--- config.mk ---
export PLATFORM = sky130hd
export DESIGN_NAME = csu_compare_subtract_unit
export DESIGN_NICKNAME = d
export VERILOG_FILES = /design/src/logic/csu_compare_subtract_unit.v /design/src/logic/csu_sub_core.v
export VERILOG_INCLUDE_DIRS = /design/src /design/src/logic
export SDC_FILE = /design/constraint.sdc
export NUM_CORES = 1
export LEC_CHECK = 0
export BUFFER_PORTS_ARGS = -buffer_cell sky130_fd_sc_hd__buf_2
export CAP_MARGIN = 10
export CORE_ASPECT_RATIO = 0.5
export CORE_UTILIZATION = 30
export CTS_CLUSTER_DIAMETER = 100
export DETAILED_ROUTE_END_ITERATION = 6
export PLACE_DENSITY_LB_ADDON = 0.25
export SLEW_MARGIN = 20
export SYNTH_ARGS = -nofsm -noshare
export SYNTH_HDL_FRONTEND = slang
export SYNTH_SLANG_ARGS = --single-unit
--- constraint.sdc ---
create_clock -name ref_clk -period 4.4 [get_ports ref_clk]
set_input_delay 0.44 -clock ref_clk [delete_from_list [all_inputs] [get_ports ref_clk]]
set_output_delay 0.44 -clock ref_clk [all_outputs]
set_load 0.05 [all_outputs]
--- src/logic/csu_defs.vh ---
// Purpose: Constants of the compare and subtract unit.
// Assumes: Included by the unit's top design file only; the sub core does not include it.
// Notes:   Definitions only.
`ifndef CSU_DEFS_VH
`define CSU_DEFS_VH

`define CSU_OP_UCOMP      6'h21
`define CSU_OP_SCOMP      6'h30
`define CSU_OP_SCOMP_X    6'h31
`define CSU_OP_COMP_SUB   6'h38
`define CSU_COND_ALWAYS   4'hF

`define CSU_KIND_UCOMP    2'h0
`define CSU_KIND_SCOMP    2'h1
`define CSU_KIND_SCOMP_X  2'h2
`define CSU_KIND_COMP_SUB 2'h3

`define CSU_SLOT_CLOCKS   3'h4
`define CSU_IMM_WIDTH     9
`define CSU_IMM_PAD       23'h000000

`define CSU_ADDR_WIDTH    5
`define CSU_REG_CTRL      5'h00
`define CSU_REG_STATUS    5'h04
`define CSU_REG_RESULT    5'h08
`define CSU_REG_COUNT     5'h0C
`define CSU_REG_FLAGS     5'h10
`define CSU_REG_LASTOP    5'h14

`define CSU_CTRL_ENABLE   0
`define CSU_CTRL_RESET    32'h00000001
`define CSU_STAT_BUSY     0
`define CSU_STAT_UNSUP    1
`define CSU_STAT_SKIP     2
`define CSU_FLAG_ZERO     0
`define CSU_FLAG_CARRY    1

`define CSU_RESP_OKAY     2'h0
`define CSU_RESP_SLVERR   2'h2

`endif

--- src/logic/csu_compare_subtract_unit.v ---
// Purpose: Compare slice of the core ALU with an AXI4-Lite status and control port.
// Assumes: Decoder inputs are on ref_clk; one instruction per 4-clock slot.
// Notes:   Flags and write-back are committed together at the end of the slot.
// Contract
// - Unsigned compare: equal flag on equality, borrow when destination below source.
// - Unsigned compare is code 100001, no write by default, 4 clocks.
// - Signed compare is code 110000, effects 000i, condition 1111, 4 clocks.
// - Signed compare uses two's complement; borrow when destination signed-less.
// - Each flag updates only when its write effect is encoded.
// - Pure compares write the wrapped difference only with result-write.
// - Signed flags follow true order despite overflow; no overflow flag.
// - First operand from destination; second from source or 9-bit immediate.
// - Compare-and-subtract is code 111000, effects 001i, writes, 4 clocks.
// - Compare-and-subtract subtracts when source not above destination, else keeps.
// - Compare-and-subtract carry set when the subtraction was performed.
// - Compare-and-subtract zero set when destination equals source.
// - Compare-and-subtract writes unless suppressed; then only flags change.
// - Signed extended compare is code 110001, effects 000i, 4 clocks.
// - Extended zero is prior zero AND equality with source plus carry.
// - Extended carry set when destination signed-less than source plus carry.
//
// The register offsets and register access over AXI4-Lite were chosen for this implementation.
`timescale 1ns/10ps
`default_nettype none
`include "csu_defs.vh"

module csu_compare_subtract_unit #(
  parameter [2:0] SLOT_CLOCKS = `CSU_SLOT_CLOCKS
) (
  input  wire                       ref_clk,
  input  wire                       nrst,
  input  wire                       issue_valid,
  output wire                       issue_ready,
  input  wire [5:0]                 instr_code,
  input  wire                       write_equal_flag_effect,
  input  wire                       write_borrow_flag_effect,
  input  wire                       write_result_effect,
  input  wire                       imm_effect,
  input  wire [3:0]                 cond_field,
  input  wire [31:0]                dest_value,
  input  wire [31:0]                src_value,
  input  wire [`CSU_IMM_WIDTH-1:0]  imm_literal,
  input  wire                       zero_in,
  input  wire                       carry_in,
  output reg                        done,
  output reg                        zero_out,
  output reg                        carry_out,
  output reg                        wb_en,
  output reg  [31:0]                wb_data,
  input  wire [`CSU_ADDR_WIDTH-1:0] s_axi_awaddr,
  input  wire                       s_axi_awvalid,
  output wire                       s_axi_awready,
  input  wire [31:0]                s_axi_wdata,
  input  wire [3:0]                 s_axi_wstrb,
  input  wire                       s_axi_wvalid,
  output wire                       s_axi_wready,
  output reg  [1:0]                 s_axi_bresp,
  output reg                        s_axi_bvalid,
  input  wire                       s_axi_bready,
  input  wire [`CSU_ADDR_WIDTH-1:0] s_axi_araddr,
  input  wire                       s_axi_arvalid,
  output wire                       s_axi_arready,
  output reg  [31:0]                s_axi_rdata,
  output reg  [1:0]                 s_axi_rresp,
  output reg                        s_axi_rvalid,
  input  wire                       s_axi_rready
);

  localparam [2:0] COMMIT_CNT = SLOT_CLOCKS - 3'h2;

  // Returns high when the byte address names a register of this block.
  function reg_mapped;
    input [`CSU_ADDR_WIDTH-1:0] addr;
    begin
      case (addr)
        `CSU_REG_CTRL, `CSU_REG_STATUS, `CSU_REG_RESULT,
        `CSU_REG_COUNT, `CSU_REG_FLAGS, `CSU_REG_LASTOP:
          reg_mapped = 1'b1;
        default:
          reg_mapped = 1'b0;
      endcase
    end
  endfunction

  // Condition field selects which combinations of carry and zero allow execution.
  function cond_met;
    input [3:0] cond;
    input       c;
    input       z;
    begin
      cond_met = cond[{c, z}];
    end
  endfunction

  reg  [31:0] ctrl_reg;
  reg         busy_reg;
  reg  [2:0]  cnt_reg;
  reg  [1:0]  kind_reg;
  reg         exec_reg;
  reg         unsup_reg;
  reg         zero_wen_reg;
  reg         carry_wen_reg;
  reg         wr_reg;
  reg  [31:0] d_reg;
  reg  [31:0] s_reg;
  reg         z_reg;
  reg         c_reg;
  reg         last_unsup_reg;
  reg         last_skip_reg;
  reg  [31:0] result_reg;
  reg  [31:0] count_reg;
  reg  [5:0]  lastop_reg;
  reg  [1:0]  kind_next;
  reg         known_next;
  reg         zero_next;
  reg         carry_next;
  reg  [31:0] res_next;
  reg         wb_next;
  reg  [31:0] rdata_next;
  wire        take;
  wire        commit;
  wire [31:0] second_operand;
  wire        suppress_result_effect;
  wire [31:0] diff;
  wire        ubor;
  wire        slt;
  wire        eq;
  wire        wr_take;

  assign issue_ready = ~busy_reg & ctrl_reg[`CSU_CTRL_ENABLE];
  assign take        = issue_valid & issue_ready;
  assign commit      = busy_reg & (cnt_reg == COMMIT_CNT);

  assign second_operand = imm_effect ? {`CSU_IMM_PAD, imm_literal} : src_value;

  always @*
  begin
    kind_next  = `CSU_KIND_UCOMP;
    known_next = 1'b1;
    case (instr_code)
      `CSU_OP_UCOMP:    kind_next = `CSU_KIND_UCOMP;
      `CSU_OP_SCOMP:    kind_next = `CSU_KIND_SCOMP;
      `CSU_OP_SCOMP_X:  kind_next = `CSU_KIND_SCOMP_X;
      `CSU_OP_COMP_SUB: kind_next = `CSU_KIND_COMP_SUB;
      default:        known_next = 1'b0;
    endcase
  end

  csu_sub_core u_core (
    .minuend         (d_reg),
    .subtrahend      (s_reg),
    .borrow_in       ((kind_reg == `CSU_KIND_SCOMP_X) & c_reg),
    .difference      (diff),
    .unsigned_borrow (ubor),
    .signed_less     (slt),
    .equal           (eq)
  );

  // For compare-and-subtract a clear result-write bit is the suppress effect.
  assign suppress_result_effect = ~wr_reg;

  always @*
  begin
    zero_next  = eq;
    carry_next = ubor;
    res_next   = diff;
    wb_next    = wr_reg;
    case (kind_reg)
      `CSU_KIND_UCOMP:
      begin
        zero_next  = eq;
        carry_next = ubor;
      end
      `CSU_KIND_SCOMP:
      begin
        zero_next  = eq;
        carry_next = slt;
      end
      `CSU_KIND_SCOMP_X:
      begin
        zero_next  = z_reg & eq;
        carry_next = slt;
      end
      `CSU_KIND_COMP_SUB:
      begin
        zero_next  = eq;
        carry_next = ~ubor;
        res_next   = ubor ? d_reg : diff;
        wb_next    = ~suppress_result_effect;
      end
      default: zero_next = eq;
    endcase
  end

  always @(posedge ref_clk)
  begin
    if (!nrst)
    begin
      busy_reg       <= 1'b0;
      cnt_reg        <= 3'h0;
      kind_reg       <= `CSU_KIND_UCOMP;
      exec_reg       <= 1'b0;
      unsup_reg      <= 1'b0;
      zero_wen_reg   <= 1'b0;
      carry_wen_reg  <= 1'b0;
      wr_reg         <= 1'b0;
      d_reg          <= 32'h00000000;
      s_reg          <= 32'h00000000;
      z_reg          <= 1'b0;
      c_reg          <= 1'b0;
      done           <= 1'b0;
      zero_out       <= 1'b0;
      carry_out      <= 1'b0;
      wb_en          <= 1'b0;
      wb_data        <= 32'h00000000;
      last_unsup_reg <= 1'b0;
      last_skip_reg  <= 1'b0;
      result_reg     <= 32'h00000000;
      count_reg      <= 32'h00000000;
      lastop_reg     <= 6'h00;
    end
    else
    begin
      done  <= 1'b0;
      wb_en <= 1'b0;
      if (take)
      begin
        busy_reg   <= 1'b1;
        cnt_reg    <= 3'h0;
        kind_reg   <= kind_next;
        unsup_reg  <= ~known_next;
        exec_reg   <= known_next & cond_met(cond_field, carry_in, zero_in);
        zero_wen_reg  <= write_equal_flag_effect;
        carry_wen_reg <= write_borrow_flag_effect;
        wr_reg     <= write_result_effect;
        d_reg      <= dest_value;
        s_reg      <= second_operand;
        z_reg      <= zero_in;
        c_reg      <= carry_in;
        lastop_reg <= instr_code;
      end
      else if (busy_reg)
      begin
        cnt_reg <= cnt_reg + 3'h1;
      end
      if (commit)
      begin
        busy_reg       <= 1'b0;
        done           <= 1'b1;
        last_unsup_reg <= unsup_reg;
        last_skip_reg  <= ~unsup_reg & ~exec_reg;
        zero_out       <= (exec_reg & zero_wen_reg) ? zero_next : z_reg;
        carry_out      <= (exec_reg & carry_wen_reg) ? carry_next : c_reg;
        wb_en          <= exec_reg & wb_next;
        wb_data        <= res_next;
        if (exec_reg)
        begin
          result_reg <= res_next;
          count_reg  <= count_reg + 32'h00000001;
        end
      end
    end
  end

  // Write channel: address and data are taken together when both are offered and no write response is pending.
  assign wr_take       = s_axi_awvalid & s_axi_wvalid & ~s_axi_bvalid;
  assign s_axi_awready = wr_take;
  assign s_axi_wready  = wr_take;
  assign s_axi_arready = ~s_axi_rvalid;

  always @(posedge ref_clk)
  begin
    if (!nrst)
    begin
      ctrl_reg     <= `CSU_CTRL_RESET;
      s_axi_bvalid <= 1'b0;
      s_axi_bresp  <= `CSU_RESP_OKAY;
    end
    else
    begin
      if (wr_take)
      begin
        s_axi_bvalid <= 1'b1;
        s_axi_bresp  <= reg_mapped(s_axi_awaddr) ? `CSU_RESP_OKAY : `CSU_RESP_SLVERR;
        if ((s_axi_awaddr == `CSU_REG_CTRL) && s_axi_wstrb[0])
        begin
          ctrl_reg <= {31'h00000000, s_axi_wdata[`CSU_CTRL_ENABLE]};
        end
      end
      else if (s_axi_bvalid && s_axi_bready)
      begin
        s_axi_bvalid <= 1'b0;
      end
    end
  end

  always @*
  begin
    rdata_next = 32'h00000000;
    case (s_axi_araddr)
      `CSU_REG_CTRL:   rdata_next = ctrl_reg;
      `CSU_REG_STATUS: rdata_next = {29'h0000000, last_skip_reg, last_unsup_reg, busy_reg};
      `CSU_REG_RESULT: rdata_next = result_reg;
      `CSU_REG_COUNT:  rdata_next = count_reg;
      `CSU_REG_FLAGS:  rdata_next = {30'h0000000, carry_out, zero_out};
      `CSU_REG_LASTOP: rdata_next = {26'h0000000, lastop_reg};
      default:         rdata_next = 32'h00000000;
    endcase
  end

  always @(posedge ref_clk)
  begin
    if (!nrst)
    begin
      s_axi_rvalid <= 1'b0;
      s_axi_rdata  <= 32'h00000000;
      s_axi_rresp  <= `CSU_RESP_OKAY;
    end
    else
    begin
      if (s_axi_arvalid && !s_axi_rvalid)
      begin
        s_axi_rvalid <= 1'b1;
        s_axi_rdata  <= rdata_next;
        s_axi_rresp  <= reg_mapped(s_axi_araddr) ? `CSU_RESP_OKAY : `CSU_RESP_SLVERR;
      end
      else if (s_axi_rvalid && s_axi_rready)
      begin
        s_axi_rvalid <= 1'b0;
      end
    end
  end

endmodule

`default_nettype wire

--- src/logic/csu_sub_core.v ---
// Purpose: One 33-bit subtraction with unsigned and signed ordering outputs.
// Assumes: Purely combinational; operands come from registers of the caller.
// Notes:   Signed ordering comes from sign and overflow, so it holds on overflow.
`timescale 1ns/10ps
`default_nettype none

module csu_sub_core (
  input  wire [31:0] minuend,
  input  wire [31:0] subtrahend,
  input  wire        borrow_in,
  output wire [31:0] difference,
  output wire        unsigned_borrow,
  output wire        signed_less,
  output wire        equal
);

  wire [32:0] wide;
  wire        overflow;

  assign wide            = {1'b0, minuend} - {1'b0, subtrahend} - {32'h00000000, borrow_in};
  assign difference      = wide[31:0];
  assign unsigned_borrow = wide[32];
  assign overflow        = (minuend[31] ^ subtrahend[31]) & (minuend[31] ^ wide[31]);
  assign signed_less     = wide[31] ^ overflow;
  assign equal           = (wide[31:0] == 32'h00000000);

endmodule

`default_nettype wire

[Word level (Yosys, flattened, before mapping)]
Cells that the tools add are included.
Word-level totals
  output and inout bits: 78
  word-level logic and storage cells: 121
  bits in registers: 224
  input port bits: 143
Operators by class
  reductions and logical operators: 21
  multiplexer cells: 25
  $lt $le $gt $ge: 1
  $add $sub $neg: 4
  bitwise logic cells: 24
  equality and inequality tests: 18
Operators by type and width (number)
  $pmux W32 S6: 1
  $mux W32: 3
  $sub A32 B32 Y33: 1
  $sub A33 B1 Y33: 1
  $add A32 B1 Y32 const B: 1
  $logic_not A32 Y1: 1
  $eq A6 B6 Y1 const B: 4
  $eq A5 B4 Y1 const B: 4
  $eq A5 B5 Y1 const B: 4
  $mux W1: 15
  $and A1 B1 Y1: 13
  $reduce_or A6 Y1: 2
  $eq A5 B3 Y1 const B: 2
  $logic_not A5 Y1: 2
  $not A1 Y1: 8
  $pmux W2 S3: 1
  $reduce_and A2 Y1: 3
  $reduce_or A2 Y1: 3
  $eq A2 B2 Y1 const B: 2
  $logic_and A1 B1 Y1: 4
  $mux W2: 2
  $reduce_bool A2 Y1: 2
  $reduce_or A4 Y1: 1
  $add A3 B1 Y3 const B: 1
  other kinds (10): 12

[Longest topological paths before layout]
Gate-level depths: netlist of run 1.
  depth after elaboration: 8
  gate-level depth with buffers: 19
  depth with buffers taken out: 17

[Cells and area by module]
Synthesis of run 1 repeated with hierarchy kept, for this count alone.
Second synthesis, totals
  cells, all modules: 1407
  area, all modules: 11727.5 um2
Modules (own cells, without submodules)
  csu_compare_subtract_unit: cells each 1039, area an instance 9155.0 um2, instances 1, seq. area each 4444.3 um2
  csu_sub_core: cells each 368, area an instance 2572.5 um2, instances 1, seq. area each 0.0 um2

[Worst setup path after synthesis of run 1]
Ideal clock, no wire load.
  path kind: register to register
  from: register kind_reg[0]
  to: register zero_out
  buffers on the path: 0
  stages on the path, launching flop included: 18
  required time: 4.304 ns
  path slack: 0.214 ns
  library setup time: 0.096 ns
  period minus slack after synthesis: 4.186 ns
  arrival: 4.090 ns
  cells stage by stage: dfxtp_1 -> inv_1 -> ha_1 -> nand2_1 -> fa_1 -> inv_1 -> ha_1 -> nor2_1 -> fa_1 -> and3b_1 -> o21a_2 -> xnor2_1 -> or4_1 -> nor3_1 -> nand4b_1 -> or4_1 -> or4b_1 -> o41ai_2
On the way
  cells in the longest elaborated chain, start to end: 7
  elaborated cells between the ends (all ways): 11
  those cells by class: 1 x add/sub; 3 x eq/ne; 2 x mux; 2 x bitwise; 3 x reduce/logical
RTL lines
  from (decl): line csu_compare_subtract_unit.v:98  | reg [1:0] kind_reg;
  from (signal assigned): line csu_compare_subtract_unit.v:201  | kind_reg <= `CSU_KIND_UCOMP;
  from (signal assigned): line csu_compare_subtract_unit.v:230  | kind_reg <= kind_next;
  $eq A2 B2 Y1: line csu_compare_subtract_unit.v:168  | case (kind_reg)
  $and A1 B1 Y1: line csu_compare_subtract_unit.v:152  | .borrow_in ((kind_reg == `CSU_KIND_SCOMP_X) & c_reg),
  $sub A33 B1 Y33: line csu_sub_core.v:20  | assign wide = {1'b0, minuend} - {1'b0, subtrahend} - {32'h00000000, borrow_in};
  $logic_not A32 Y1: line csu_sub_core.v:25  | assign equal = (wide[31:0] == 32'h00000000);
  $and A1 B1 Y1: line csu_compare_subtract_unit.v:181  | zero_next = z_reg & eq;
  $pmux W1 S2 *: line csu_compare_subtract_unit.v:168
  $mux W1 *: line csu_compare_subtract_unit.v:252  | zero_out <= (exec_reg & zero_wen_reg) ? zero_next : z_reg;
  to (signal assigned): line csu_compare_subtract_unit.v:252
  to (decl): line csu_compare_subtract_unit.v:46  | output reg zero_out,
Mark *: on every way between the ends. The rest lies on a longest branch, timed or not.
A chain may end at the register's enable or synchronous reset.

[Final worst setup path of run 1]
Same ends and word-level chain as after synthesis.

==> results of run 1 <==
==> cell usage in the layout, fill, tap and decap left out, types with 11 or more instances in the layout <==
cell	Yosys	routed
inv_1	106	105
mux2_2	32	33
xnor2_1	37	36
buf_4	5	42
nor2b_1	35	35
xor2_1	20	20
mux2i_1	16	16
and2_1	36	35
a22o_1	24	24
o211a_1	11	11
nor2_1	65	64
nor3_1	14	13
nand4_1	16	16
dfxtp_1	222	220
clkbuf_16	0	25
o21ai_0	88	88
a22oi_1	32	32
a21oi_1	108	107
a21boi_0	55	55
a21o_1	17	17
buf_2	7	183
ha_1	68	66
nand3_1	26	26
nand2_1	170	168
==> power breakdown <==
group          internal (mW)  switching (mW)  total, mW
Sequential              2.07          0.0351       2.10
Clock                   1.32           0.879       2.20
Combinational          0.660           0.999       1.66
==> timing repair <==
action	4_1_cts	5_1_grt
buffers inserted	1	0
endpoints found under the setup margin	1	62
resized for setup	5	16
pin swaps	7	6
==> kinds of logic after synthesis <==
logic type                 Yosys count
buffers and inverters              199
other                                1
AOI/OAI and AO/OA                  405
adders and majority gates           70
muxes                               51
xor gates and xnor gates            57
and+or+nand+nor                    413
DFF                                222
==> worst max-delay path by stage <==
stage	endpoint	slack, ns	cells past startpoint
floorplan	zero_out	0.21	17
global placement	zero_out	-0.04	17
detailed placement	zero_out	-0.06	17
CTS	zero_out	0.03	17
global route	zero_out	-0.04	16
finish	zero_out	0.13	19
==> metrics by stage <==
step,area (um^2),TNS (ns),instances,util,power [mW]
after floorplan,11890,0,1419,-,3.153
after global placement,13400,-0.04184,2082,0.3437,3.758
after detailed placement,13400,-0.06384,2082,0.3437,3.753
after CTS,14290,0,2128,0.3665,5.979
after global routing,14360,-0.03653,2128,0.3684,6.265
final,14370,0,2130,0.3685,5.958
==> final cells by class <==
| cell class | instances | share of cell area |
|---|---|---|
| sequential | 222 | 0.3095 |
| timing repair buffer | 227 | 0.08848 |
| inverter | 106 | 0.02769 |
| antenna | 2 | 0.0003483 |
| multi-input combinational | 998 | 0.4673 |
| tap | 530 | 0.04616 |
| clock buffer | 38 | 0.05321 |
| clock inverter | 7 | 0.007315 |
==> per-layer routing <==
metal / wire length, um / vias up
met4: 609 / 4
met3: 1003 / 38
met1: 16800 / 4786
li1: - / 5250
met2: 14490 / 118
met5: 22 / -
==> impl_results.md, run 1 <==
* Cell Area, Synth at 11880 um^2
* Placement Setup Slack at -0.06384 ns
* Delay-heaviest family, CP: simple AND/OR/NAND/NOR gates
* Hold path startpoint: src_value[24]
* Final Setup Violations at 0
* Share of the synthesized area in the top cell type at 0.3740
* Max VDD drop at 277.1 uV
* Simple-gate share of the synthesized area at 0.1690
* Reg2Reg Setup Slack at 0.13 ns
* Residual DRC at 0
* Post-Synthesis Cells at 1418
* Cell repeated most along the worst path: buf_4
* Via count at 10200
* Row count at 51
* Synthesis-stage register bit count at 222
* Worst-Skew Late Latency at 0.55 ns
* Synth Area in Compound Gates at 0.2218
* Critical R2R Launch: kind_reg[0]
* R2R Path End: zero_out
* WHS at 0.09748 ns
* GR Util All Layers at 0.1607
* CP max FO at 3
* Layout cells sized above 1 at 0.2115
* WS Path Type: reg -> reg
* Status: complete, no violations
* Antenna violations before repair at 4
* Synth Area in Adders at 0.07496
* Crit path from: kind_reg[0]
* Crit. End Element: register
* Vias/cell at 4.787
* Top cells by count, synth: dfxtp_1, nand2_1, a21oi_1
* Peak Freq at 234.2 MHz
* Slowest stage delay, CP at 0.55 ns
* Post-synth ARST share at 0
* Reg clk slew, reported paths at 0.06 ns
* Largest family of logic cells by synthesized area: compound AO/OA/AOI/OAI gates
* RSZ-0062 raised after global routing: yes
* Ports at 221
* Critical Path RT at 4.86 ns
* Final #Nets at 1793
* H-tree Lvls at 1
* Dpl hpwl at 24290 um
* Max Root-Sink Buffers at 3
* Area delta synth->final at 20.90%
* CTS Hold Bufs at 0
* Worst Tran Pin Value at 1.041 ns
* Synth cell types at 77
* Die width at 283.5 um
* 1st-iter DRT viols at 512
* Detail Route Antenna Nets at 0
* Sequential area share after synthesis at 0.3740
* HP Class: in -> reg
* Ys Warns at 0
* Drt pass-1 iters at 7
* Die Y at 142.7 um
* Wire length per cell at 15.46 um
* Total grt overflow at 0
* Multi-input combinational cell area at 6714 um^2
* Max cap viols at 0
* Largest net degree at the start of global routing at 199
* Total die area at 40460 um^2
* Post-Synth XOR/XNOR Area at 0.04201
* Final hold viol count at 0
* Fin. max-slew vios at 0
* PortBufs at 184
* Leakage at 6.318 nW
* PD cells at 414.7 nW/um^2
* Core area at 38990 um^2
* Number of enable flip-flop cells after synthesis at 0
* CP cell instances: inv_2 -> ha_4 -> nand2_2 -> fa_1 -> inv_1 -> ha_2 -> nor2_2 -> fa_2 -> and3b_1 -> o21a_2 -> buf_4 -> a211oi_2 -> buf_4 -> nor2_1 -> xnor2_1 -> nand3b_1 -> or4_1 -> or4b_1 -> o41ai_2
* Post-synthesis mux area share at 0.04854
* Data arrival, critical path at 4.73 ns
* Period utilization at 0.9705
* FF-to-FF path depth at 19
* GPL Wtd Cong at 0.8534
* Sink Count at 222
* Most frequent cell after synthesis: dfxtp_1
* Met1 GRT Util at 0.2274
* Final setup margin at 0.1296 ns
* Minimum clock period at 4.270 ns
* Prevailing post-synth register cell: dfxtp_1
* Slowest-stage cell, CP: or4b_1
* Area leader, netlist: dfxtp_1
* Global-route wire length before repair at 52450 um
* Total CTS buffers at 25
* Area contributors post-synth: dfxtp_1, ha_1, nand2_1
* GRT Max-Usage Layer: met2
* Hold EP: s_reg[24]
* CTS tree: yes
* FF+latch area at 4447 um^2
* Drt total wl at 32930 um
* Synthesized area per cell at 8.381 um^2
* Layout fillers at 4116
* Grt met3 use at 0.02572
* Clk root buf: clkbuf_16
* Crit path launch type: register
* Hold-critical path depth at 2
* Slew headroom at 0.3060
* Vias in the first global route at 9752
* Clk_skew at 0.01362 ns
* Initial Utilization at 0.3048
* CP Buf/Inv Count at 4
* Met2 Use GR at 0.2577
(Power assumes the default switching activity.)
==> run 2: changes to the inputs <==
Settings changed: CELL_PAD_IN_SITES_DETAIL_PLACEMENT from default to 1, CELL_PAD_IN_SITES_GLOBAL_PLACEMENT from default to 1.
==> run 2 against run 1 <==
Effect of this change: power rose by 4.6%; design area up 0.90%; critical endpoint unchanged; cell count increased by 0.52%; critical path depth down 2; largest power group unchanged; first-iteration DRC count fell by 6.1%; worst hold slack improved by 0.010 ns; sequential share of layout area shrank 0.28 points; fmax barely moved.
==> impl_results.md, run 2 (synthesized netlist as in run 1, its figures left out) <==
* Leakage at 6.401 nW
* Total die area at 40460 um^2
* Dpl hpwl at 28340 um
* Final hold viol count at 0
* Worst-Skew Late Latency at 0.55 ns
* Vias in the first global route at 11010
* Crit. End Element: register
* Antenna violations before repair at 0
* PD cells at 429.8 nW/um^2
* Layout cells sized above 1 at 0.2191
* Final setup margin at 0.1318 ns
* WS Path Type: reg -> reg
* Most frequent cells in the layout: dfxtp_1, buf_2, nand2_1
* Sink Count at 222
* Placement Setup Slack at -0.2121 ns
* GPL Wtd Cong at 0.8530
* H-tree Lvls at 1
* Critical Path RT at 4.85 ns
* Area delta synth->final at 21.98%
* # diodes at 0
* Vias/cell at 4.925
* Clk_skew at 0.01163 ns
* Final #Nets at 1808
* Minimum clock period at 4.268 ns
* Drt pass-1 iters at 5
* Max Root-Sink Buffers at 3
* Residual DRC at 0
* Crit path launch type: register
* 1st-iter DRT viols at 481
* Data arrival, critical path at 4.72 ns
* Most common cell after layout, fill and taps aside: dfxtp_1
* Initial Utilization at 0.3048
* Reg clk slew, reported paths at 0.06 ns
* Period utilization at 0.9700
* Max VDD drop at 270.5 uV
* GR Util All Layers at 0.1827
* Clk root buf: clkbuf_16
* CTS tree: yes
* Ports at 221
* PortBufs at 184
* Worst Tran Pin Value at 1.001 ns
* Max cap viols at 0
* CP max FO at 3
* Fin. max-slew vios at 0
* Wire length per cell at 17.53 um
* Status: complete, no violations
* Via count at 10540
* Largest net degree at the start of global routing at 119
* Core area at 38990 um^2
* Row count at 51
* Detail Route Antenna Nets at 0
* HP Class: in -> reg
* Die width at 283.5 um
* Die Y at 142.7 um
* Peak Freq at 234.3 MHz
* Total grt overflow at 0
* Slew headroom at 0.3325
* Layout fillers at 4661
* Total CTS buffers at 24
* Final Setup Violations at 0
* Power Total at 6.231 mW
* Global-route wire length before repair at 59530 um
* Drt total wl at 37540 um
## run 2: power breakdown
part           switching [mW]  internal (mW)
Sequential             0.0375           2.07
Clock                   0.900           1.39
Combinational            1.10          0.738
Total                    2.04           4.19
## run 2: area by class of cell
type	instances	area, um^2	area share
timing repair buffer	243	1399	0.09650
tap	530	663.1	0.04574
inverter	106	397.9	0.02745
sequential	222	4446	0.3067
clock inverter	13	232.7	0.01605
clock buffer	29	639.4	0.04410
multi-input combinational	998	6719	0.4635
## run 2: worst paths after layout
path / end / slack [ns] / from / cells past startpoint
setup reg to reg: zero_out / 0.13 / kind_reg[0] / 17
setup / recovery: zero_out / 0.13 / kind_reg[0] / 17
hold / removal: s_reg[21] / 0.11 / src_value[21] / 2
hold reg to reg: d_reg[14] / 0.47 / d_reg[14] / 2
## run 2: repair_timing
item	in CTS	in global routing
setup endpoints to repair	12	39
buffers inserted	1	0
gates resized for setup	15	7
pin swaps	9	5
hold buffers	0	0
## run 2: critical path: stages (launching register included)
cell and delay [ns]:
dfxtp_2 0.33, inv_2 0.08, ha_4 0.13, nand2_2 0.05, fa_1 0.48, inv_1 0.10
ha_2 0.19, nor2_2 0.05, fa_2 0.33, and3b_1 0.19, o21a_2 0.24, xnor2_2 0.14
or4_4 0.50, nor3_4 0.13, nand4b_1 0.12, or4_4 0.43, or4b_4 0.50, o41ai_2 0.20
## run 2: metrics by stage
stage / TNS (ns) / utilization / hold WS, ns / area, um^2 / std cells
2_1_floorplan: 0 / - / 0.4390 / 11890 / 1419
3_3_place_gp: -0.09386 / 0.3465 / 0.4528 / 13510 / 2097
3_5_place_dp: -0.2841 / 0.3465 / 0.4625 / 13510 / 2097
4_1_cts: -0.02630 / 0.3706 / 0.07313 / 14450 / 2140
5_1_grt: -0.001354 / 0.3718 / 0.09059 / 14500 / 2141
6_report: 0 / 0.3718 / 0.1074 / 14500 / 2141
## run 2: per-layer routing
metal	GRT usage	vias up	wire length [um]
met5	0	-	0
met4	0.03670	0	699
met3	0.02444	55	925
met2	0.3070	111	17120
met1	0.2505	5139	18790
li1	-	5239	-
==> run 3: changes to the inputs <==
Settings changed: CORE_MARGIN from default to 2, SETUP_SLACK_MARGIN from default to 0.3, SLEW_MARGIN 20 to default.
==> run 3 against run 2 <==
Effect of this change: fmax down 1.4%; die area up 2.1%; critical path depth up 1; wire length up 1.9%; worst hold slack worse by 0.014 ns; sequential share of layout area down 0.51 points; clock skew up 0.0023 ns; global-route usage down 0.12 points; clock power about the same; largest power group unchanged.
==> impl_results.md, run 3 (synthesized netlist as in run 1, its figures left out) <==
* Status: complete, no violations
* Total die area at 41320 um^2
* Delay-heaviest family, CP: simple AND/OR/NAND/NOR gates
* CP cell instances: inv_2 -> ha_4 -> nand2_2 -> fa_1 -> inv_1 -> ha_4 -> nor2_2 -> fa_2 -> buf_4 -> xnor2_1 -> nor2_1 -> o2111ai_1 -> or4_4 -> nor3_4 -> nand4b_1 -> or4_4 -> or4b_4 -> o41ai_2
* Clk_skew at 0.01394 ns
* Placement Setup Slack at -0.1004 ns
* Hold path startpoint: src_value[20]
* Placed cells at 2091
* Worst Tran Pin Value at 1.149 ns
* 1st-iter DRT viols at 447
* FF-to-FF path depth at 18
* Critical Path RT at 4.86 ns
* Net Sw Frac at 0.3342
* FF+latch area at 4447 um^2
* Multi-input combinational cell area at 6890 um^2
* PD cells at 425.0 nW/um^2
* Global-route wire length before repair at 59780 um
* Layout cells sized above 1 at 0.2385
* GPL Wtd Cong at 0.8379
* Most common cell after layout, fill and taps aside: dfxtp_1
* Die Y at 144.7 um
* Most frequent cells in the layout: dfxtp_1, buf_2, nand2_1
* Int Pwr at 4.173 mW
* CTS Hold Bufs at 0
* Minimum clock period at 4.327 ns
* Final Util at 0.3783
* PortBufs at 184
* Logic pwr share at 0.304
* Final setup margin at 0.07312 ns
* Psw at 2.095 mW
* Crit path launch type: register
* Die width at 285.5 um
* Total CTS buffers at 25
* Drt total wl at 38240 um
* Vias/cell at 4.954
* HP Class: in -> reg
* Slew headroom at 0.2341
* Core area at 38990 um^2
* Data arrival, critical path at 4.79 ns
* Fin. max-slew vios at 0
* Total grt overflow at 0
* Hold EP: s_reg[20]
* Worst-Skew Late Latency at 0.56 ns
* Power Total at 6.268 mW
* Largest net degree at the start of global routing at 199
* Reg power frac at 0.336
* Peak Freq at 231.1 MHz
* Reg2Reg Setup Slack at 0.07 ns
* WS Path Type: reg -> reg
* Vias in the first global route at 10850
* Final Setup Violations at 0
* Crit. End Element: register
* Slowest stage delay, CP at 0.57 ns
* Ports at 221
* CP max FO at 2
* Residual DRC at 0
* Max VDD drop at 278.1 uV
* # diodes at 0
* Part of the power in the clock network at 0.360
* Layout fillers at 4611
* RSZ-0062 raised after global routing: yes
* GR Util All Layers at 0.1814
* Clk root buf: clkbuf_16
* Slowest-stage cell, CP: or4_4
* Non-Filler Instances at 2144
* CTS tree: yes
* Final setup TNS at 0 ns
* Reg clk slew, reported paths at 0.06 ns
* Initial Utilization at 0.3048
* Dpl hpwl at 28450 um
* CP Buf/Inv Count at 3
* Final #Nets at 1810
* Detail Route Antenna Nets at 0
* Final hold viol count at 0
* Sink Count at 222
* Area delta synth->final at 24.10%
* R2R Path End: zero_out
* Row count at 51
* Drt pass-1 iters at 4
* H-tree Lvls at 1
* Via count at 10620
* Max Root-Sink Buffers at 3
* Period utilization at 0.9834
* Max cap viols at 0
* Critical R2R Launch: kind_reg[0]
* Leakage at 6.465 nW
* Hold-critical path depth at 2
* Antenna violations before repair at 0
* Wire length per cell at 17.84 um
[run 3: timing repair]
action,4_1_cts,5_1_grt
endpoints found under the setup margin,65,66
gates resized for setup,53,19
cloned,1,0
buffers inserted,7,1
pin swaps,15,0
[run 3: worst register-to-register path: stages (launching register included)]
cell and delay, ns:
dfxtp_2 0.32, inv_2 0.08, ha_4 0.14, nand2_2 0.05, fa_1 0.47, inv_1 0.12
ha_4 0.15, nor2_2 0.04, fa_2 0.33, buf_4 0.15, xnor2_1 0.13, nor2_1 0.11
o2111ai_1 0.15, or4_4 0.57, nor3_4 0.14, nand4b_1 0.11, or4_4 0.43, or4b_4 0.52
o41ai_2 0.20
[run 3: per-stage QoR]
step | hold WS, ns | instance area, um^2
floorplan | 0.4390 | 11910
global placement | 0.4530 | 13480
detailed placement | 0.4557 | 13480
CTS | 0.05870 | 14660
global route | 0.07791 | 14750
finish | 0.09385 | 14750
[run 3: area by class of cell]
type / instances / share of cell area
flip-flops and latches: 222 / 0.3015
clock buffers: 35 / 0.04972
well taps: 530 / 0.04496
inverters: 106 / 0.02698
repair buffers: 244 / 0.09969
multi-input cells: 998 / 0.4672
clock inverters: 9 / 0.009926
[run 3: how the worst max path moves through the flow]
stage,start,to,slack (ns),cells after the start
after floorplan,kind_reg[0],zero_out,0.35,17
after global placement,kind_reg[0],zero_out,0.008,17
after detailed placement,kind_reg[0],zero_out,-0.10,17
after CTS,kind_reg[0],zero_out,0.07,17
after global routing,kind_reg[0],zero_out,-0.07,18
final,kind_reg[0],zero_out,0.07,18
[run 3: layer usage]
layer / GRT usage / vias up / wire (um)
met3: 0.02821 / 50 / 1196
met2: 0.2947 / 103 / 17200
met4: 0.04133 / 0 / 776
met5: 0 / - / 0
met1: 0.2539 / 5197 / 19070
li1: - / 5271 / -
[run 3: power by group through the flow]
stage / Sequential, mW / Clock, mW / Combinational [mW]
after floorplan: 2.17 / 0 / 0.981
after global placement: 2.15 / 0 / 1.75
after detailed placement: 2.15 / 0 / 1.77
after CTS: 2.10 / 2.31 / 1.86
after global routing: 2.11 / 2.39 / 2.07
final: 2.10 / 2.26 / 1.91
